$ cat config.mk
export PLATFORM = sky130hd
export DESIGN_NAME = acp_channel_pair
export DESIGN_NICKNAME = d
export VERILOG_FILES = /design/src/hw/acp_pkg.sv /design/src/hw/acp_chan_if.sv /design/src/hw/acp_channel_pair.sv /design/src/hw/acp_prescaler.sv /design/src/hw/acp_rx_chan.sv
export VERILOG_INCLUDE_DIRS = /design/src /design/src/hw
export SDC_FILE = /design/constraint.sdc
export NUM_CORES = 1
export LEC_CHECK = 0
export BUFFER_PORTS_ARGS = -buffer_cell sky130_fd_sc_hd__buf_2
export CORE_MARGIN = 2
export CORE_UTILIZATION = 53
export CTS_CLUSTER_SIZE = 8
export DETAILED_ROUTE_END_ITERATION = 10
export HOLD_SLACK_MARGIN = 0.06
export PLACE_DENSITY = 0.7
export SLEW_MARGIN = 20
export SYNTH_ARGS = -nofsm -noshare
export SYNTH_HDL_FRONTEND = slang
export SYNTH_SLANG_ARGS = --single-unit
export TNS_END_PERCENT = 5
$ cat constraint.sdc
create_clock -name clk_sys -period 3.25 [get_ports clk_sys]
set_input_delay 0.325 -clock clk_sys [delete_from_list [all_inputs] [get_ports clk_sys]]
set_output_delay 0.325 -clock clk_sys [all_outputs]
set_load 0.01 [all_outputs]
$ cat src/hw/acp_defs.svh
/*
 * Register offsets, field positions, codes and reset values of the
 * asynchronous channel pair. Included by bare name; definitions only.
 */
`ifndef ACP_DEFS_SVH
`define ACP_DEFS_SVH

// Register byte offsets on the plain register port
`define ACP_ADDR_PRS 5'h00
`define ACP_ADDR_MODE0 5'h01
`define ACP_ADDR_MODE1 5'h02
`define ACP_ADDR_FMT0 5'h03
`define ACP_ADDR_FMT1 5'h04
`define ACP_ADDR_DIV0 5'h05
`define ACP_ADDR_DIV1 5'h06
`define ACP_ADDR_DATA0 5'h07
`define ACP_ADDR_DATA1 5'h08
`define ACP_ADDR_STAT0 5'h09
`define ACP_ADDR_STAT1 5'h0A
`define ACP_ADDR_CLR1 5'h0B
`define ACP_ADDR_SOL 5'h0C
`define ACP_ADDR_SO 5'h0D
`define ACP_ADDR_SOE 5'h0E
`define ACP_ADDR_SS 5'h0F
`define ACP_ADDR_ST 5'h10
`define ACP_ADDR_SE 5'h11
`define ACP_ADDR_PER 5'h12

// Mode register fields
`define ACP_MODE_ISEL 0
`define ACP_MODE_CKS 7

// Format register fields
`define ACP_FMT_PAR_LO 0
`define ACP_FMT_PAR_HI 1
`define ACP_FMT_STOP2 2
`define ACP_FMT_LSB 3
`define ACP_FMT_LEN8 4
`define ACP_FMT_RXE 5

// Parity codes
`define ACP_PAR_NONE 2'h0
`define ACP_PAR_ZERO 2'h1
`define ACP_PAR_EVEN 2'h2
`define ACP_PAR_ODD 2'h3

// Status and clear register fields
`define ACP_ST_OVF 0
`define ACP_ST_PEF 1
`define ACP_ST_FEF 2
`define ACP_ST_BFF 5
`define ACP_ST_BUSY 6

// Reset values
`define ACP_SO_RST 2'h3
`define ACP_DIV_RST 7'h02

`endif

$ cat src/hw/acp_pkg.sv
/*
 * Types and shared helpers of the asynchronous channel pair.
 * Assumes the defs header for field codes; holds no constants of its own.
 */
package acp_pkg;

   typedef enum logic [2:0] {TX_IDLE, TX_START, TX_DATA, TX_PAR,
      TX_STOP} acp_tx_e;
   typedef enum logic [2:0] {RX_IDLE, RX_START, RX_DATA, RX_PAR,
      RX_STOP} acp_rx_e;

   // Top state: registers plus transmit channel
   typedef struct packed {
      logic [3:0] prs0;
      logic [3:0] prs1;
      logic [1:0] cks;
      logic [1:0] isel;
      logic [5:0] fmt0;
      logic [5:0] fmt1;
      logic [6:0] div0;
      logic [6:0] div1;
      logic [7:0] txBuf;
      logic bff0;
      logic [1:0] sol;
      logic [1:0] so;
      logic [1:0] soe;
      logic [1:0] se;
      logic per;
      logic [7:0] rxBuf;
      logic bff1;
      logic fef;
      logic pef;
      logic ovf;
      acp_tx_e txSt;
      logic [7:0] txShift;
      logic [2:0] txCnt;
      logic [7:0] txTmr;
      logic txStop2nd;
      logic txIrq;
      logic rxIrq;
      logic errIrq;
      logic [7:0] rdata;
      logic txLine;
   } acp_top_s;

   typedef struct packed {
      acp_rx_e st;
      logic [7:0] tmr;
      logic [2:0] cnt;
      logic [7:0] shift;
      logic pbit;
      logic [7:0] data;
      logic done;
      logic frameErr;
      logic parErr;
   } acp_rx_s;

   typedef struct packed {
      logic [14:0] cnt;
      logic [1:0] tick;
   } acp_pre_s;

   // Last operation clock of a bit: period is 2 x (divider + 1)
   function automatic logic lastTick(logic [7:0] tmr, logic [6:0] div);
      return tmr == {div, 1'b1};
   endfunction

   // Position in the data byte of the n-th bit on the line
   function automatic logic [2:0] bitIdx(logic [2:0] n, logic len8,
      logic lsb);
      if (lsb)
         return n;
      return len8 ? 3'(3'h7 - n) : 3'(3'h6 - n);
   endfunction

   function automatic logic [2:0] lastIdx(logic len8);
      return len8 ? 3'h7 : 3'h6;
   endfunction

   // Even parity over the active data bits
   function automatic logic dataPar(logic [7:0] d, logic len8);
      return ^{d[7] & len8, d[6:0]};
   endfunction

endpackage

$ cat src/hw/acp_chan_if.sv
/*
 * Link between the register side and the receive channel: config,
 * operation clock tick, line level and the received frame results.
 */
`timescale 1ns/1ps
interface acp_chan_if;
   logic mckTick;
   logic [6:0] div;
   logic [5:0] fmt;
   logic invert;
   logic enable;
   logic line;
   logic [7:0] data;
   logic done;
   logic frameErr;
   logic parErr;

   modport ctrl(output mckTick, div, fmt, invert, enable, line,
      input data, done, frameErr, parErr);
   modport chan(input mckTick, div, fmt, invert, enable, line,
      output data, done, frameErr, parErr);
endinterface

$ cat src/hw/acp_channel_pair.sv
/*
 * Asynchronous channel pair: register file, transmit channel (even),
 * receive channel (odd) and operation clock prescaler.
 * Assumes a register master with one-cycle strobes and read data taken
 * in the cycle after the read strobe; serial input synchronous.
 */
// Chosen here: the register offsets and the address-and-strobe port.
`timescale 1ns/1ps
`include "acp_defs.svh"

// Overview of operation
// - Even channel transmits only, odd receives only
// - Tx irq: frame end or buffer empty
// - Seven or eight data bits per frame
// - Selectable line polarity, idle high or low
// - Tx parity: none, zero, even, odd
// - Tx appends one or two stop bits
// - Rx parity choices, one stop bit checked
// - Rx flags framing, parity, overrun; error irq
// - Rx signals transfer end only
// - Start sets enable; data write starts frame
// - Write while buffer full replaces pending data
// - Interrupt source may change during operation
// - Read-back clear of error flags; read clears full
// - Mck is clk_sys / 2^0..15 by choice
module acp_channel_pair (
   input wire logic clk_sys,
   input wire logic rst_n,
   input wire logic [4:0] regAddr,
   input wire logic [7:0] regWdata,
   input wire logic regWr,
   input wire logic regRd,
   output logic [7:0] regRdata,
   input wire logic rxLine,
   output logic txLine,
   output logic txDoneIrq,
   output logic rxDoneIrq,
   output logic rxErrorIrq
);
   acp_pkg::acp_top_s r, n;
   logic [1:0] mckTick;
   logic len8;
   logic lsb;
   logic [1:0] par;
   logic txTick;
   acp_chan_if ch();

   assign len8 = r.fmt0[`ACP_FMT_LEN8];
   assign lsb = r.fmt0[`ACP_FMT_LSB];
   assign par = r.fmt0[`ACP_FMT_PAR_HI:`ACP_FMT_PAR_LO];
   assign txTick = mckTick[0];

   // Read data for one address; unmapped reads give zero
   function automatic logic [7:0] readReg(acp_pkg::acp_top_s s,
      logic [4:0] a);
      logic [7:0] v;
      v = 8'h00;
      case (a)
         `ACP_ADDR_PRS: v = {s.prs1, s.prs0};
         `ACP_ADDR_MODE0: begin
            v[`ACP_MODE_CKS] = s.cks[0];
            v[`ACP_MODE_ISEL] = s.isel[0];
         end
         `ACP_ADDR_MODE1: begin
            v[`ACP_MODE_CKS] = s.cks[1];
            v[`ACP_MODE_ISEL] = s.isel[1];
         end
         `ACP_ADDR_FMT0: v = {2'h0, s.fmt0};
         `ACP_ADDR_FMT1: v = {2'h0, s.fmt1};
         `ACP_ADDR_DIV0: v = {s.div0, 1'b0};
         `ACP_ADDR_DIV1: v = {s.div1, 1'b0};
         `ACP_ADDR_DATA0: v = s.txBuf;
         `ACP_ADDR_DATA1: v = s.rxBuf;
         `ACP_ADDR_STAT0: begin
            v[`ACP_ST_BFF] = s.bff0;
            v[`ACP_ST_BUSY] = s.txSt != acp_pkg::TX_IDLE;
         end
         `ACP_ADDR_STAT1: begin
            v[`ACP_ST_BFF] = s.bff1;
            v[`ACP_ST_FEF] = s.fef;
            v[`ACP_ST_PEF] = s.pef;
            v[`ACP_ST_OVF] = s.ovf;
         end
         `ACP_ADDR_SOL: v = {6'h00, s.sol};
         `ACP_ADDR_SO: v = {6'h00, s.so};
         `ACP_ADDR_SOE: v = {6'h00, s.soe};
         `ACP_ADDR_SE: v = {6'h00, s.se};
         `ACP_ADDR_PER: v = {7'h00, s.per};
         default: v = 8'h00;
      endcase
      return v;
   endfunction

   // Line level of a logical bit under the chosen polarity
   function automatic logic lineLvl(logic b, logic inv);
      return b ^ inv;
   endfunction

   // Transmit channel, then register writes, then receive events
   always_comb begin
      n = r;
      n.txIrq = 1'b0;
      n.rxIrq = 1'b0;
      n.errIrq = 1'b0;

      // Transmitter: even channel only drives the output line
      case (r.txSt)
         acp_pkg::TX_IDLE: begin
            if (r.se[0] && r.bff0) begin
               n.txShift = r.txBuf;
               n.bff0 = 1'b0;
               n.txTmr = 8'h00;
               n.txStop2nd = 1'b0;
               n.so[0] = lineLvl(1'b0, r.sol[0]);
               n.txSt = acp_pkg::TX_START;
               if (r.isel[0])
                  n.txIrq = 1'b1;
            end
         end
         acp_pkg::TX_START: begin
            if (txTick && acp_pkg::lastTick(r.txTmr, r.div0)) begin
               n.txTmr = 8'h00;
               n.txCnt = 3'h0;
               n.so[0] = lineLvl(
                  r.txShift[acp_pkg::bitIdx(3'h0, len8, lsb)], r.sol[0]);
               n.txSt = acp_pkg::TX_DATA;
            end else if (txTick)
               n.txTmr = 8'(r.txTmr + 8'h01);
         end
         acp_pkg::TX_DATA: begin
            if (txTick && acp_pkg::lastTick(r.txTmr, r.div0)) begin
               n.txTmr = 8'h00;
               n.txCnt = 3'(r.txCnt + 3'h1);
               if (r.txCnt == acp_pkg::lastIdx(len8)) begin
                  if (par == `ACP_PAR_NONE) begin
                     n.so[0] = lineLvl(1'b1, r.sol[0]);
                     n.txSt = acp_pkg::TX_STOP;
                  end else begin
                     // Zero parity sends 0; odd inverts the even sum
                     n.so[0] = lineLvl((par != `ACP_PAR_ZERO) &
                        (acp_pkg::dataPar(r.txShift, len8) ^
                        (par == `ACP_PAR_ODD)), r.sol[0]);
                     n.txSt = acp_pkg::TX_PAR;
                  end
               end else
                  n.so[0] = lineLvl(r.txShift[acp_pkg::bitIdx(
                     3'(r.txCnt + 3'h1), len8, lsb)], r.sol[0]);
            end else if (txTick)
               n.txTmr = 8'(r.txTmr + 8'h01);
         end
         acp_pkg::TX_PAR: begin
            if (txTick && acp_pkg::lastTick(r.txTmr, r.div0)) begin
               n.txTmr = 8'h00;
               n.so[0] = lineLvl(1'b1, r.sol[0]);
               n.txSt = acp_pkg::TX_STOP;
            end else if (txTick)
               n.txTmr = 8'(r.txTmr + 8'h01);
         end
         acp_pkg::TX_STOP: begin
            if (txTick && acp_pkg::lastTick(r.txTmr, r.div0)) begin
               n.txTmr = 8'h00;
               if (r.fmt0[`ACP_FMT_STOP2] && !r.txStop2nd)
                  n.txStop2nd = 1'b1;
               else begin
                  // Source select sampled here, so late changes count
                  if (!r.isel[0])
                     n.txIrq = 1'b1;
                  n.txSt = acp_pkg::TX_IDLE;
               end
            end else if (txTick)
               n.txTmr = 8'(r.txTmr + 8'h01);
         end
         default: n.txSt = acp_pkg::TX_IDLE;
      endcase
      if (!r.se[0])
         n.txSt = acp_pkg::TX_IDLE;

      // Register writes; a data write after the load wins
      if (regWr) begin
         case (regAddr)
            `ACP_ADDR_PRS: begin
               n.prs0 = regWdata[3:0];
               n.prs1 = regWdata[7:4];
            end
            `ACP_ADDR_MODE0: begin
               n.cks[0] = regWdata[`ACP_MODE_CKS];
               n.isel[0] = regWdata[`ACP_MODE_ISEL];
            end
            `ACP_ADDR_MODE1: begin
               n.cks[1] = regWdata[`ACP_MODE_CKS];
               n.isel[1] = regWdata[`ACP_MODE_ISEL];
            end
            `ACP_ADDR_FMT0: n.fmt0 = regWdata[5:0];
            `ACP_ADDR_FMT1: n.fmt1 = regWdata[5:0];
            `ACP_ADDR_DIV0: n.div0 = regWdata[7:1];
            `ACP_ADDR_DIV1: n.div1 = regWdata[7:1];
            `ACP_ADDR_DATA0: begin
               n.txBuf = regWdata;
               n.bff0 = 1'b1;
            end
            `ACP_ADDR_CLR1: begin
               // Only the flags written as one are cleared
               if (regWdata[`ACP_ST_FEF])
                  n.fef = 1'b0;
               if (regWdata[`ACP_ST_PEF])
                  n.pef = 1'b0;
               if (regWdata[`ACP_ST_OVF])
                  n.ovf = 1'b0;
            end
            `ACP_ADDR_SOL: n.sol = regWdata[1:0];
            `ACP_ADDR_SO: n.so = regWdata[1:0];
            `ACP_ADDR_SOE: n.soe = regWdata[1:0];
            `ACP_ADDR_SS: n.se = r.se | regWdata[1:0];
            `ACP_ADDR_ST: n.se = r.se & ~regWdata[1:0];
            `ACP_ADDR_PER: n.per = regWdata[0];
            default: ;
         endcase
      end

      // Reading the receive buffer frees it
      if (regRd && regAddr == `ACP_ADDR_DATA1)
         n.bff1 = 1'b0;
      n.rdata = regRd ? readReg(r, regAddr) : 8'h00;

      // Receive events: sets win over same-cycle clears
      if (ch.done) begin
         n.rxBuf = ch.data;
         n.rxIrq = 1'b1;
         if (n.bff1)
            n.ovf = 1'b1;
         if (ch.frameErr)
            n.fef = 1'b1;
         if (ch.parErr)
            n.pef = 1'b1;
         n.errIrq = ch.frameErr | ch.parErr | n.bff1;
         n.bff1 = 1'b1;
      end

      // Gated unit clock stops both channels
      if (!n.per)
         n.se = 2'h0;

      // Disabled output rests at the idle level
      n.txLine = n.soe[0] ? n.so[0] : lineLvl(1'b1, n.sol[0]);
   end

   always_ff @(posedge clk_sys) begin
      if (!rst_n) begin
         r <= '0;
         r.so <= `ACP_SO_RST;
         r.div0 <= `ACP_DIV_RST;
         r.div1 <= `ACP_DIV_RST;
         r.txLine <= 1'b1;
      end else
         r <= n;
   end

   // Receive channel config; odd channel only samples the line
   assign ch.mckTick = mckTick[1];
   assign ch.div = r.div1;
   assign ch.fmt = r.fmt1;
   assign ch.invert = r.sol[1];
   assign ch.enable = r.se[1] & r.fmt1[`ACP_FMT_RXE];
   assign ch.line = rxLine;

   acp_prescaler u_prescaler (
      .clk_sys(clk_sys),
      .rst_n(rst_n),
      .run(r.per),
      .prs0(r.prs0),
      .prs1(r.prs1),
      .cks(r.cks),
      .mckTick(mckTick)
   );

   acp_rx_chan u_rx (
      .clk_sys(clk_sys),
      .rst_n(rst_n),
      .ch(ch.chan)
   );

   assign regRdata = r.rdata;
   assign txLine = r.txLine;
   assign txDoneIrq = r.txIrq;
   assign rxDoneIrq = r.rxIrq;
   assign rxErrorIrq = r.errIrq;
endmodule

$ cat src/hw/acp_prescaler.sv
/*
 * Operation clock ticks of both channels from one free-running counter.
 * Assumes clk_sys synchronous reset; run low clears the counter.
 */
`timescale 1ns/1ps
module acp_prescaler (
   input wire logic clk_sys,
   input wire logic rst_n,
   input wire logic run,
   input wire logic [3:0] prs0,
   input wire logic [3:0] prs1,
   input wire logic [1:0] cks,
   output logic [1:0] mckTick
);
   acp_pkg::acp_pre_s r, n;

   // Tick when the low k counter bits are all ones: clk_sys / 2^k
   function automatic logic divTick(logic [14:0] cnt, logic [3:0] k);
      logic [14:0] mask;
      mask = 15'((16'h0001 << k) - 16'h0001);
      return (cnt & mask) == mask;
   endfunction

   // Next counter and per-channel tick; cks picks one of two fields
   always_comb begin
      n = r;
      n.cnt = run ? 15'(r.cnt + 15'h0001) : 15'h0000;
      for (int i = 0; i < 2; i++) begin
         n.tick[i] = run & divTick(r.cnt, cks[i] ? prs1 : prs0);
      end
   end

   always_ff @(posedge clk_sys) begin
      if (!rst_n)
         r <= '0;
      else
         r <= n;
   end

   assign mckTick = r.tick;
endmodule

$ cat src/hw/acp_rx_chan.sv
/*
 * Odd receive channel: start detect, mid-bit sampling, parity and
 * stop check. Assumes a line synchronous to clk_sys.
 */
`timescale 1ns/1ps
`include "acp_defs.svh"
module acp_rx_chan (
   input wire logic clk_sys,
   input wire logic rst_n,
   acp_chan_if.chan ch
);
   acp_pkg::acp_rx_s r, n;
   logic lvl;
   logic len8;
   logic lsb;
   logic [1:0] par;

   // Undo inversion so 1 is always idle
   assign lvl = ch.line ^ ch.invert;
   assign len8 = ch.fmt[`ACP_FMT_LEN8];
   assign lsb = ch.fmt[`ACP_FMT_LSB];
   assign par = ch.fmt[`ACP_FMT_PAR_HI:`ACP_FMT_PAR_LO];

   // Receive sequence, paced by operation clock ticks
   always_comb begin
      n = r;
      n.done = 1'b0;
      case (r.st)
         acp_pkg::RX_IDLE: begin
            if (ch.enable && !lvl) begin
               n.st = acp_pkg::RX_START;
               n.tmr = 8'h00;
            end
         end
         acp_pkg::RX_START: begin
            // Recheck half a bit later; a glitch returns to idle
            if (ch.mckTick && r.tmr == {1'b0, ch.div}) begin
               n.st = lvl ? acp_pkg::RX_IDLE : acp_pkg::RX_DATA;
               n.tmr = 8'h00;
               n.cnt = 3'h0;
               n.shift = 8'h00;
            end else if (ch.mckTick)
               n.tmr = 8'(r.tmr + 8'h01);
         end
         acp_pkg::RX_DATA: begin
            if (ch.mckTick && acp_pkg::lastTick(r.tmr, ch.div)) begin
               n.shift[acp_pkg::bitIdx(r.cnt, len8, lsb)] = lvl;
               n.tmr = 8'h00;
               n.cnt = 3'(r.cnt + 3'h1);
               if (r.cnt == acp_pkg::lastIdx(len8))
                  n.st = (par == `ACP_PAR_NONE) ? acp_pkg::RX_STOP :
                     acp_pkg::RX_PAR;
            end else if (ch.mckTick)
               n.tmr = 8'(r.tmr + 8'h01);
         end
         acp_pkg::RX_PAR: begin
            if (ch.mckTick && acp_pkg::lastTick(r.tmr, ch.div)) begin
               n.pbit = lvl;
               n.tmr = 8'h00;
               n.st = acp_pkg::RX_STOP;
            end else if (ch.mckTick)
               n.tmr = 8'(r.tmr + 8'h01);
         end
         acp_pkg::RX_STOP: begin
            // Exactly one stop bit is checked
            if (ch.mckTick && acp_pkg::lastTick(r.tmr, ch.div)) begin
               n.done = 1'b1;
               n.data = r.shift;
               n.frameErr = !lvl;
               n.parErr = (par == `ACP_PAR_EVEN &&
                  (acp_pkg::dataPar(r.shift, len8) ^ r.pbit)) ||
                  (par == `ACP_PAR_ODD &&
                  !(acp_pkg::dataPar(r.shift, len8) ^ r.pbit));
               n.st = acp_pkg::RX_IDLE;
            end else if (ch.mckTick)
               n.tmr = 8'(r.tmr + 8'h01);
         end
         default: n.st = acp_pkg::RX_IDLE;
      endcase
      if (!ch.enable)
         n.st = acp_pkg::RX_IDLE;
   end

   always_ff @(posedge clk_sys) begin
      if (!rst_n)
         r <= '0;
      else
         r <= n;
   end

   assign ch.data = r.data;
   assign ch.done = r.done;
   assign ch.frameErr = r.frameErr;
   assign ch.parErr = r.parErr;
endmodule

Word-level counts from Yosys, hierarchy flattened
Index checks and enable logic that the tools add are counted.
Word-level totals
  register bits after elaboration: 154
  input port bits: 18
  output and inout port bits: 12
  logic and storage cells: 305
Cells by class
  add/sub/neg operators: 11
  $lt $le $gt $ge: 4
  equality and inequality tests: 53
  shift-type cells: 2
  muxes and demuxes: 109
  bitwise logic cells: 21
  reduce and logical (&&, ||, !) cells: 59
Operators by type and width (number)
  2-to-1 mux 3 bit: 33
  2-to-1 mux 8 bit: 6
  2-to-1 mux 11 bit: 4
  AND reduction 2 bit: 22
  equality test 5 x 4 -> 1 bit, second input constant: 8
  2-to-1 mux 1 bit: 36
  one-hot mux 8 bit (4 select lines): 1
  bitwise AND 15 bit: 2
  equality test 15 bit: 2
  one-hot mux 3 bit (5 select lines): 2
  << shifter 1 x 4 -> 15 bit, first input constant: 2
  subtractor 15 x 1 -> 15 bit, second input constant: 2
  one-hot mux 2 bit (12 select lines): 1
  one-hot mux 11 bit (2 select lines): 1
  equality test 5 x 3 -> 1 bit, second input constant: 4
  2-to-1 mux 10 bit: 2
  inequality test 2 bit, second input constant: 9
  adder 8 x 1 -> 8 bit, second input constant: 2
  equality test 8 bit: 2
  one-hot mux 8 bit (2 select lines): 1
  parity 8 bit: 2
  adder 15 x 1 -> 15 bit, second input constant: 1
  equality test 5 bit, second input constant: 3
  inequality test 2 x 1 -> 1 bit, second input constant: 7
  48 further kinds: 104

Depth between registers and ports, before layout
Gate-level depths: netlist of the first run.
  depth in word-level cells: 19
  mapped depth: 13
  depth with buffers taken out: 11

Modules after synthesis
From an unflattened synthesis of the first run, not the netlist that was laid out.
Unflattened totals
  cell total of the unflattened synthesis: 1137
  area total of the unflattened synthesis: 9197.6 um^2
By module, submodules not included
  acp_channel_pair: times used 1, cells each 644, area each 5346.4 um^2
  acp_rx_chan: times used 1, cells each 248, area each 2079.5 um^2
  acp_prescaler: times used 1, cells each 245, area each 1771.7 um^2

Worst setup path after synthesis of the first run
No wires, ideal clock.
  kind: register to register
  from: register r[94] in the netlist's numbering
  to: register u_prescaler.r, in the netlist u_prescaler.mckTick[1]
  library setup time: 0.121 ns
  arrival: 2.362 ns
  path slack: 0.767 ns
  stages on the path, launching flop included: 14
  path buffers: 2
  clock period less this slack: 2.483 ns
  cells stage by stage: dfxtp_1 buf_2 mux2_2 nor2_1 nand2_1 ha_1 clkbuf_1 inv_1 nand2_1 a211o_1 a21oi_1 a211oi_1 o221ai_1 nor4b_1
On the way
  word-level cells in the longest chain between the ends: 6
RTL lines
  start, declared: RTL line acp_channel_pair.sv:40  | acp_pkg::acp_top_s r, n;
  start signal, assigned: RTL line acp_channel_pair.sv:255  | r <= n;
  2-to-1 mux 4 bit (*): RTL line acp_prescaler.sv:29  | n.tick[i] = run & divTick(r.cnt, cks[i] ? prs1 : prs0);
  << shifter 1 x 4 -> 15 bit (*): RTL line acp_prescaler.sv:20  | mask = 15'((16'h0001 << k) - 16'h0001);
  subtractor 15 x 1 -> 15 bit (*): RTL line acp_prescaler.sv:20
  bitwise AND 15 bit: RTL line acp_prescaler.sv:21  | return (cnt & mask) == mask;
  equality test 15 bit (*): RTL line acp_prescaler.sv:21
  bitwise AND 1 bit (*): RTL line acp_prescaler.sv:29
  end signal, assigned: RTL line acp_prescaler.sv:37  | r <= n;
  end, declared: RTL line acp_prescaler.sv:15  | acp_pkg::acp_pre_s r, n;
Every way passes the cells marked *; elsewhere a longest branch is shown, timed or not.
A chain may end at the register's enable or synchronous reset.

Final worst setup path of the first run
Same ends and word-level chain as after synthesis.

==> impl_metrics.csv, run 1 <==
group,metric,value,unit
clock_network,postCtsResizedCells,0,
floorplan,die_h,131.5,µm
global_routing,grt_overflow,0,
timing,worst_slew_pin_slew,0.9856,ns
setup_path,worstPathCellList,"mux2i_1, nand3_1, ha_1, inv_1, nand2_1, a211o_1, a21oi_1, a211oi_1, o221ai_1, nor4b_1",
routing,routedWlPerCell,18.12,µm
routing,totalWireLength,23790,µm
setup_path,crit_type,"reg -> reg",
routing,wl_met1,10290,µm
synth,yosysWarnings,0,
status,outcome,"finished, final reports clean",
synth,synth_edf_count,0,
timing,fin_skew,0.009701,ns
synth,synth_top_area_frac,0.3576,
synth,avgSynthCellArea,7.881,µm²
timing,fin_hold_ws,0.2050,ns
routing,num_vias,8101,
final_layout,final_cell_area,9464,µm²
final_layout,drive_gt1_frac,0.09572,
synth,yosysTopAreaCell,"dfxtp_1",
clock_network,clk_pin_slew,0.07,ns
synth,ys_seq_elements,154,
timing,fin_crit_sh,0.8759,
final_layout,fillers,1520,
timing,fmax,351.3,MHz
synth,synth.area.top_cells,"dfxtp_1, nand2_1, a21oi_1",
place,place.port_buffers,29,
place,place_hpwl,16850,µm
floorplan,die_w,131.5,µm
setup_path,cp.arrival,3.16,ns
setup_path,crit_family,"flip-flops",
synth,synth_cell_types,77,
floorplan,design.die.area,17300,µm²
clock_network,cts_tree,"built",
global_routing,grt_pass1_vias,7274,
final_layout,antenna_cells,0,
routing,via_per_inst,6.170,
synth,yosysSeqAreaShare,0.3576,
final_layout,fin_util,0.5958,
synth,synthCells,1094,
place,gp_congestion,0.9693,
min_path,min_path_type,"in -> reg",
place,placed_cell_area,8822,µm²
global_routing,grt_pass1_wl,39010,µm
floorplan,coreArea,15890,µm²
setup_path,crit_path_end_kind,"register",
synth,synthFlopType,"dfxtp_1",
final_layout,seqCellArea,3083,µm²
clock_network,cts.sinks,154,
routing,dr_wl_met3,1719,µm
clock_network,clk_latency,0.43,ns
timing,finalSetupViolations,0,
pwr,power.density,450.9,nW/µm²
routing,met2_length,10830,µm
global_routing,grt_start_max_net_pins,60,
floorplan,io_pins,30,
clock_network,cts_setup_buffers,0,
timing,period_needed,2.847,ns
pwr,p_total,4.268,mW
global_routing,antenna_found_initial,0,
routing,drc,0,
clock_network,cts_buffers,17,
pwr,max-vdd-ir-drop,381.4,µV
run,maxCapViolCount,0,
timing,rsz0062_at_grt,"false",
clock_network,htreeDepth,4,
setup_path,slowest_delay,0.63,ns
floorplan,rows,46,
synth,synth_area,8622,µm²
final_layout,area_growth,9.766,%
synth,synth-async-reset-ratio,0,
timing,final-hold-violation-count,0,
routing,detail-route-antenna-nets,0,
global_routing,grt_usage,0.2768,
timing,report.final.slew_viol_count,0,
pwr,p_leak,3.250,nW
clock_network,clockRootBuffer,"clkbuf_16",
setup_path,path_buf_inv,1,
setup_path,crit_path_top_delay_cell,"dfxtp_1",
final_layout,multi_input_area,5144,µm²
timing,slew_headroom,0.3379,
final_layout,final_net_count,1110,
clock_network,clk_path_buf_depth,2,
clock_network,postCtsHoldBufs,0,
setup_path,cp_max_fo,12,
timing,tns,0,ns
routing,drt_pre_antenna_iters,6,
synth,synth_nets,1120,
routing,drt_iter0_drc,981,
setup_path,required,3.56,ns
setup_path,cp-start-kind,"register",
routing,dr.max_layer_used,"met4",
floorplan,initial_core_util,0.5428,
==> Yosys cell counts (5+ instances only) <==
cell	count
buf_4	8
mux2_2	12
nor2b_1	13
inv_1	17
and2_1	5
dfxtp_1	154
a221oi_1	8
xor2_1	35
nand2_1	144
a32oi_1	8
o21ai_0	35
nand2b_1	9
nand4_1	12
clkbuf_1	52
nor2_1	115
nand3_1	92
nor3_1	26
a211oi_1	7
and3_1	11
ha_1	8
a22o_1	7
o211ai_1	8
nor4_1	6
a31oi_1	12
a21oi_1	92
o22ai_1	10
o311ai_0	5
xnor2_1	38
a22oi_1	16
mux2i_1	39
or3_1	7
buf_2	6
==> sequential cells by signal (all words and copies together) (netlist names), 2 cells and up, named ones only <==
| register | cells |
|---|---|
| r | 71 |
| u_rx.r | 23 |
| u_prescaler.r | 15 |
| regRdata | 8 |
| u_rx.ch.data | 8 |
| ch.div | 7 |
| ch.fmt | 6 |
| par | 2 |
| u_prescaler.mckTick | 2 |
==> report_power, final <==
| group | switching, mW | internal (mW) | total, mW | leakage [nW] |
|---|---|---|---|---|
| clock network | 0.892 | 1.27 | 2.16 | 0.312 |
| registers | 0.0145 | 1.89 | 1.91 | 1.24 |
| logic | 0.142 | 0.0600 | 0.202 | 1.70 |
| total | 1.05 | 3.22 | 4.27 | 3.25 |
==> area by class of cell <==
class,count,share of cell area
clock buffers,18,0.04640
inverters,18,0.007139
repair buffers,44,0.02723
multi-input cells,849,0.5435
flip-flops and latches,154,0.3258
clock inverters,14,0.02142
well taps,216,0.02856
==> tightest hold or removal path, stage by stage <==
cell and delay, ns:
buf_2 0.12, nand2_1 0.08, nor3_1 0.06
==> cells by family after synthesis <==
group | count (synthesis) | share of synthesized area
compound gates | 248 | 0.1871
xor+xnor | 74 | 0.07677
simple gates | 465 | 0.2524
mux | 54 | 0.06878
buf+inv | 91 | 0.04586
fa+ha+maj | 8 | 0.01161
flops | 154 | 0.3576
==> metrics by stage <==
stage / cells / setup slack, ns
floorplan: 1094 / 0.7672
global placement: 1281 / 0.5510
detailed placement: 1281 / 0.4720
CTS: 1313 / 0.4647
global route: 1313 / 0.1725
finish: 1313 / 0.4034
==> layer usage <==
layer / GRT usage / vias to the layer above
li1: - / 3891
met2: 0.4421 / 340
met3: 0.05054 / 60
met5: 0 / -
met4: 0.1208 / 0
met1: 0.3662 / 3810
==> cell usage in the layout, fill, tap and decap left out, types with 17 or more instances in the layout <==
master / n
dfxtp_1: 154
mux2i_1: 39
clkbuf_16: 17
nand3_1: 92
inv_1: 17
o21ai_0: 35
nor3_1: 26
a21oi_1: 92
xnor2_1: 38
nor2_1: 115
buf_2: 29
xor2_1: 35
nand2_1: 144
==> final timing paths <==
| check | start | to | slack [ns] | cells after the start |
|---|---|---|---|---|
| min | regRd | regRdata[0] | 0.20 | 3 |
| min reg2reg | r[90] | r[90] | 0.46 | 2 |
| max reg2reg | r[94] | u_prescaler.mckTick[1] | 0.40 | 10 |
| max | r[94] | u_prescaler.mckTick[1] | 0.40 | 10 |
Power figures use the tool's default switching activity.
==> run 2: changes to the inputs <==
--- a/config.mk
+++ b/config.mk
@@ -7,6 +7,7 @@
 export NUM_CORES = 1
 export LEC_CHECK = 0
 export BUFFER_PORTS_ARGS = -buffer_cell sky130_fd_sc_hd__buf_2
+export CORE_ASPECT_RATIO = 1.25
 export CORE_MARGIN = 2
 export CORE_UTILIZATION = 53
 export CTS_CLUSTER_SIZE = 8
==> run 2 against run 1 <==
  * Design area about the same
  * Clock skew about the same
  * Via count decreased by 2.3%
  * Cell count rose by 0.30%
  * Critical path type unchanged
  * Combinational power up 2%
  * Critical path depth grew 1
  * First-iteration DRC count decreased by 8.1%
  * Highest routed layer unchanged
  * Setup slack better by 0.089 ns
  * Register-to-register slack better by 0.09 ns
  * Total power shrank 2.5%
  * Die area hardly changed
  * Critical endpoint unchanged
==> impl_metrics.csv, run 2 (synthesis results as in run 1) <==
group,metric,value,unit
clock_network,clk_path_buf_depth,2,
place,gp_congestion,0.9261,
timing,fin_hold_ws,0.2161,ns
clock_network,cts_buffers,17,
floorplan,die_h,146.6,µm
final_layout,final_net_count,1114,
final_layout,area_growth,9.839,%
setup_path,cp.arrival,3.07,ns
pwr,combPwrFrac,0.049,
status,outcome,"finished, final reports clean",
pwr,swShare,0.2500,
floorplan,initial_core_util,0.5365,
setup_path,slowest_delay,0.63,ns
final_layout,largest_reg_flops,71,
clock_network,clk_pin_slew,0.06,ns
floorplan,rows,52,
setup_path,cp-start-kind,"register",
clock_network,cts.sinks,154,
global_routing,grt_usage,0.2642,
global_routing,antenna_found_initial,0,
place,place.port_buffers,29,
run,maxCapViolCount,0,
setup_path,cp_max_fo,12,
timing,report.final.slew_viol_count,0,
place,dp_cells,1285,
clock_network,cts_setup_buffers,0,
routing,drc,0,
setup_path,crit_type,"reg -> reg",
floorplan,design.die.area,17310,µm²
pwr,power_switching,1.040,mW
final_layout,final_cell_mix,"dfxtp_1, nand2_1, nor2_1",
final_layout,fin_cells,1317,
global_routing,grt_start_max_net_pins,59,
clock_network,cts_tree,"built",
timing,fin_crit_sh,0.8485,
routing,via_per_inst,6.011,
place,place_hpwl,16730,µm
routing,drt_pre_antenna_iters,5,
timing,rsz0062_at_grt,"false",
floorplan,io_pins,30,
min_path,min_path_type,"in -> reg",
clock_network,postCtsHoldBufs,0,
pwr,p_int,3.120,mW
pwr,power.share.clock,0.492,
final_layout,layout_commonest_cell,"dfxtp_1",
clock_network,htreeDepth,4,
global_routing,grt_pass1_vias,7233,
timing,final-hold-violation-count,0,
pwr,max-vdd-ir-drop,310.4,µV
routing,detail-route-antenna-nets,0,
global_routing,grt_pass1_wl,37250,µm
timing,fin_skew,0.009696,ns
final_layout,top_register,"r",
timing,period_needed,2.758,ns
clock_network,clk_latency,0.43,ns
timing,slew_headroom,0.4173,
routing,drt_iter0_drc,902,
pwr,power.density,439.2,nW/µm²
floorplan,coreArea,16070,µm²
setup_path,cp_common_cell,"nand2_1",
routing,routedWlPerCell,17.43,µm
final_layout,drive_gt1_frac,0.09900,
setup_path,crit_path_end_kind,"register",
clock_network,clockRootBuffer,"clkbuf_16",
timing,fmax,362.6,MHz
timing,tns,0,ns
setup_path,required,3.56,ns
timing,finalSetupViolations,0,
setup_path,worstPathCellList,"mux2_2, nor2_1, nand2_1, ha_1, inv_1, nand2_1, a211o_1, a21oi_1, a211oi_1, o221ai_1, nor4b_1",
floorplan,die_w,118.1,µm
final_layout,top_regs,"r: 71 flops, u_rx.r: 23 flops, u_prescaler.r: 15 flops",
routing,num_vias,7916,
pwr,p_leak,3.256,nW
routing,totalWireLength,22950,µm
timing,worst_slew_pin_slew,0.8674,ns
final_layout,antenna_cells,0,
global_routing,grt_overflow,0,
setup_path,crit_path_top_delay_cell,"dfxtp_1",
pwr,seqPwrFrac,0.459,
clock_network,postCtsResizedCells,0,
final_layout,fin_util,0.5893,
==> run 2: changes by cell type in the layout (fill, tap and decap cells not counted), sizes merged <==
| cell | previous run | this run |
|---|---|---|
| buf | 44 | 48 |
| bufinv | 3 | 2 |
| clkbuf | 18 | 17 |
| clkinv | 3 | 4 |
| inv | 25 | 26 |
==> run 2: final timing paths <==
path / slack [ns] / end / cells after the start / start
hold / removal: 0.22 / regRdata[0] / 3 / regRd
hold reg to reg: 0.46 / r[90] / 2 / r[90]
setup reg to reg: 0.49 / u_prescaler.mckTick[1] / 11 / r[94]
setup / recovery: 0.49 / u_prescaler.mckTick[1] / 11 / r[94]
==> run 2: per-layer routing <==
| layer | global-route usage | wire length (µm) |
|---|---|---|
| met5 | 0 | 0 |
| met4 | 0.1151 | 773 |
| met3 | 0.03398 | 1117 |
| met2 | 0.4344 | 11070 |
| met1 | 0.3475 | 9996 |
==> run 2: cell type report <==
| type | instances | area [µm²] |
|---|---|---|
| Fill cell | 1516 | 6600 |
| Inverter | 18 | 67.56 |
| Multi-Input combinational cell | 849 | 5144 |
| Clock inverter | 15 | 180.2 |
| Tap cell | 216 | 270.3 |
| Clock buffer | 17 | 425.4 |
| Timing Repair Buffer | 48 | 300.3 |
| Sequential cell | 154 | 3083 |
==> run 2: critical path, delay by kind of cell, from the launching register on <==
| kind | cells | cell delay [ns] |
|---|---|---|
| flops | 1 | 0.63 |
| compound gates | 4 | 0.63 |
| simple gates | 4 | 0.46 |
| mux | 1 | 0.44 |
| fa+ha+maj | 1 | 0.32 |
| buf+inv | 1 | 0.17 |
==> run 2: metrics by stage <==
step	area [µm²]	setup slack (ns)	power [mW]
after global routing	9470	0.2642	4.280
after floorplan	8622	0.7672	2.084
after CTS	9470	0.5239	4.173
after detailed placement	8865	0.5197	2.151
after global placement	8865	0.5692	2.152
final	9470	0.4922	4.160
==> run 2: power groups by stage <==
stage               clock, mW  combinational, mW  sequential [mW]
floorplan                   0              0.143             1.94
global placement            0              0.202             1.95
detailed placement          0              0.201             1.95
CTS                      2.06              0.202             1.91
global route             2.15              0.224             1.91
finish                   2.05              0.206             1.91
==> run 3: changes to the inputs <==
==> constraint.sdc (replaced) <==
create_clock -name clk_sys -period 2.85 [get_ports clk_sys]
set_input_delay 0.285 -clock clk_sys [delete_from_list [all_inputs] [get_ports clk_sys]]
set_output_delay 0.285 -clock clk_sys [all_outputs]
set_load 0.01 [all_outputs]
==> run 3 against run 2 <==
  * Critical path depth did not move
  * Total power grew 12%
  * Combinational power increased by 17%
  * Sequential share of layout area decreased by 0.23 points
  * Largest cell class unchanged
  * Highest routed layer unchanged
==> impl_metrics.csv, run 3 (synthesis results as in run 1) <==
group,metric,value,unit
status,outcome,"finished, final reports clean",
routing,num_vias,8059,
final_layout,fillers,1525,
timing,rsz0062_at_grt,"false",
clock_network,clk_latency,0.42,ns
clock_network,clk_pin_slew,0.06,ns
setup_path,crit_type,"reg -> reg",
pwr,power.density,486.3,nW/µm²
final_layout,fin_cells,1329,
setup_path,required,3.15,ns
routing,drc,0,
floorplan,die_h,146.6,µm
min_path,whs_endpoint,"regRdata[0]",
clock_network,clockRootBuffer,"clkbuf_16",
place,gp_congestion,0.9698,
timing,fmax,388.3,MHz
setup_path,cp_max_fo,10,
clock_network,postCtsHoldBufs,0,
global_routing,grt_usage,0.2732,
final_layout,drive_gt1_frac,0.1087,
global_routing,grt_overflow,0,
min_path,min_from,"regRd",
routing,via_per_inst,6.064,
min_path,min_path_cells,3,
floorplan,coreArea,16070,µm²
final_layout,top_register,"r",
routing,detail-route-antenna-nets,0,
global_routing,grt_start_max_net_pins,76,
final_layout,multi_input_area,5144,µm²
floorplan,initial_core_util,0.5365,
global_routing,antenna_found_initial,0,
clock_network,cts.sinks,154,
routing,drt_pre_antenna_iters,6,
routing,totalWireLength,23260,µm
pwr,p_leak,3.308,nW
routing,routedWlPerCell,17.50,µm
setup_path,r2r-start,"r[94]",
clock_network,cts_buffers,17,
timing,tns,0,ns
final_layout,area_growth,10.67,%
floorplan,design.die.area,17310,µm²
floorplan,io_pins,30,
place,place_hpwl,16860,µm
final_layout,seqCellArea,3084,µm²
final_layout,top_regs,"r: 71 flops, u_rx.r: 23 flops, u_prescaler.r: 15 flops",
timing,slew_headroom,0.3804,
global_routing,grt_pass1_wl,38180,µm
setup_path,cp-start-kind,"register",
timing,final-hold-violation-count,0,
setup_path,r2r_end,"u_prescaler.mckTick[1]",
final_layout,largest_reg_flops,71,
floorplan,die_w,118.1,µm
setup_path,cp.arrival,2.88,ns
min_path,min_path_type,"in -> reg",
timing,period_needed,2.576,ns
final_layout,layout_commonest_cell,"dfxtp_1",
setup_path,r2r_setup_slack,0.27,ns
timing,worst_slew_pin_slew,0.9260,ns
setup_path,crit_path_end_kind,"register",
routing,drt_iter0_drc,709,
final_layout,final_net_count,1127,
clock_network,cts_tree,"built",
timing,report.final.slew_viol_count,0,
final_layout,final_cell_mix,"dfxtp_1, nand2_1, nor2_1",
timing,fin_skew,0.006746,ns
floorplan,rows,52,
run,maxCapViolCount,0,
timing,finalSetupViolations,0,
global_routing,grt_pass1_vias,7505,
clock_network,htreeDepth,4,
place,dp_cells,1298,
place,placed_cell_area,8962,µm²
final_layout,antenna_cells,0,
clock_network,clk_path_buf_depth,2,
setup_path,ff2ff_path_depth,11,
timing,fin_crit_sh,0.9037,
final_layout,final_cell_area,9542,µm²
place,place.port_buffers,29,
pwr,max-vdd-ir-drop,377.4,µV
[run 3: worst max-delay path by stage]
stage	cells after the start	to	from
finish	11	u_prescaler.mckTick[1]	r[94]
global route	11	u_prescaler.mckTick[1]	r[94]
CTS	11	u_prescaler.mckTick[1]	r[94]
detailed placement	11	u_prescaler.mckTick[1]	r[94]
global placement	11	u_prescaler.mckTick[1]	r[94]
floorplan	13	u_prescaler.mckTick[1]	r[94]
[run 3: metrics by stage]
| step | hold WS, ns | utilization | setup WS (ns) | power (mW) |
|---|---|---|---|---|
| after floorplan | 0.4325 | - | 0.3672 | 2.377 |
| after global placement | 0.4442 | 0.5577 | 0.3262 | 2.458 |
| after detailed placement | 0.4491 | 0.5577 | 0.2904 | 2.457 |
| after CTS | 0.1524 | 0.5937 | 0.1992 | 4.668 |
| after global routing | 0.1705 | 0.5937 | 0.06335 | 4.776 |
| final | 0.1679 | 0.5937 | 0.2744 | 4.641 |
[run 3: worst max-delay path: stages (launching register included)]
cell      delay, ns
dfxtp_2        0.44
mux2_2         0.41
nor2_1         0.15
nand2_1        0.09
ha_1           0.33
inv_1          0.17
nand2_1        0.17
a211o_1        0.33
a21oi_1        0.14
a211oi_1       0.06
o221ai_1       0.08
nor4b_1        0.08
[run 3: timing repair]
action,4_1_cts,5_1_grt
buffers inserted,0,0
resized for setup,0,1
setup endpoints to repair,0,1
[run 3: power breakdown]
part           switching [mW]  leakage, nW  internal (mW)  total (mW)
combinational           0.165         1.78         0.0761       0.241
clock                   0.898        0.282           1.33        2.23
sequential             0.0124         1.24           2.16        2.17
total                    1.08         3.31           3.56        4.64
[run 3: layer usage]
layer  GRT usage  part of all wire  wire length (µm)  vias to the layer above
met5           0                 0                 0                        -
met3     0.03828             0.049              1146                       50
met1      0.3410              0.42              9802                     3840
met2      0.4578              0.49             11410                      240
met4      0.1416             0.038               895                        0
li1            -                 -                 -                     3929
[run 3: final cells by class]
type,count,area share
Multi-Input combinational cell,849,0.5391
Sequential cell,154,0.3232
Clock buffer,20,0.04786
Timing Repair Buffer,61,0.04170
Tap cell,216,0.02832
Clock inverter,11,0.01272
Inverter,18,0.007081
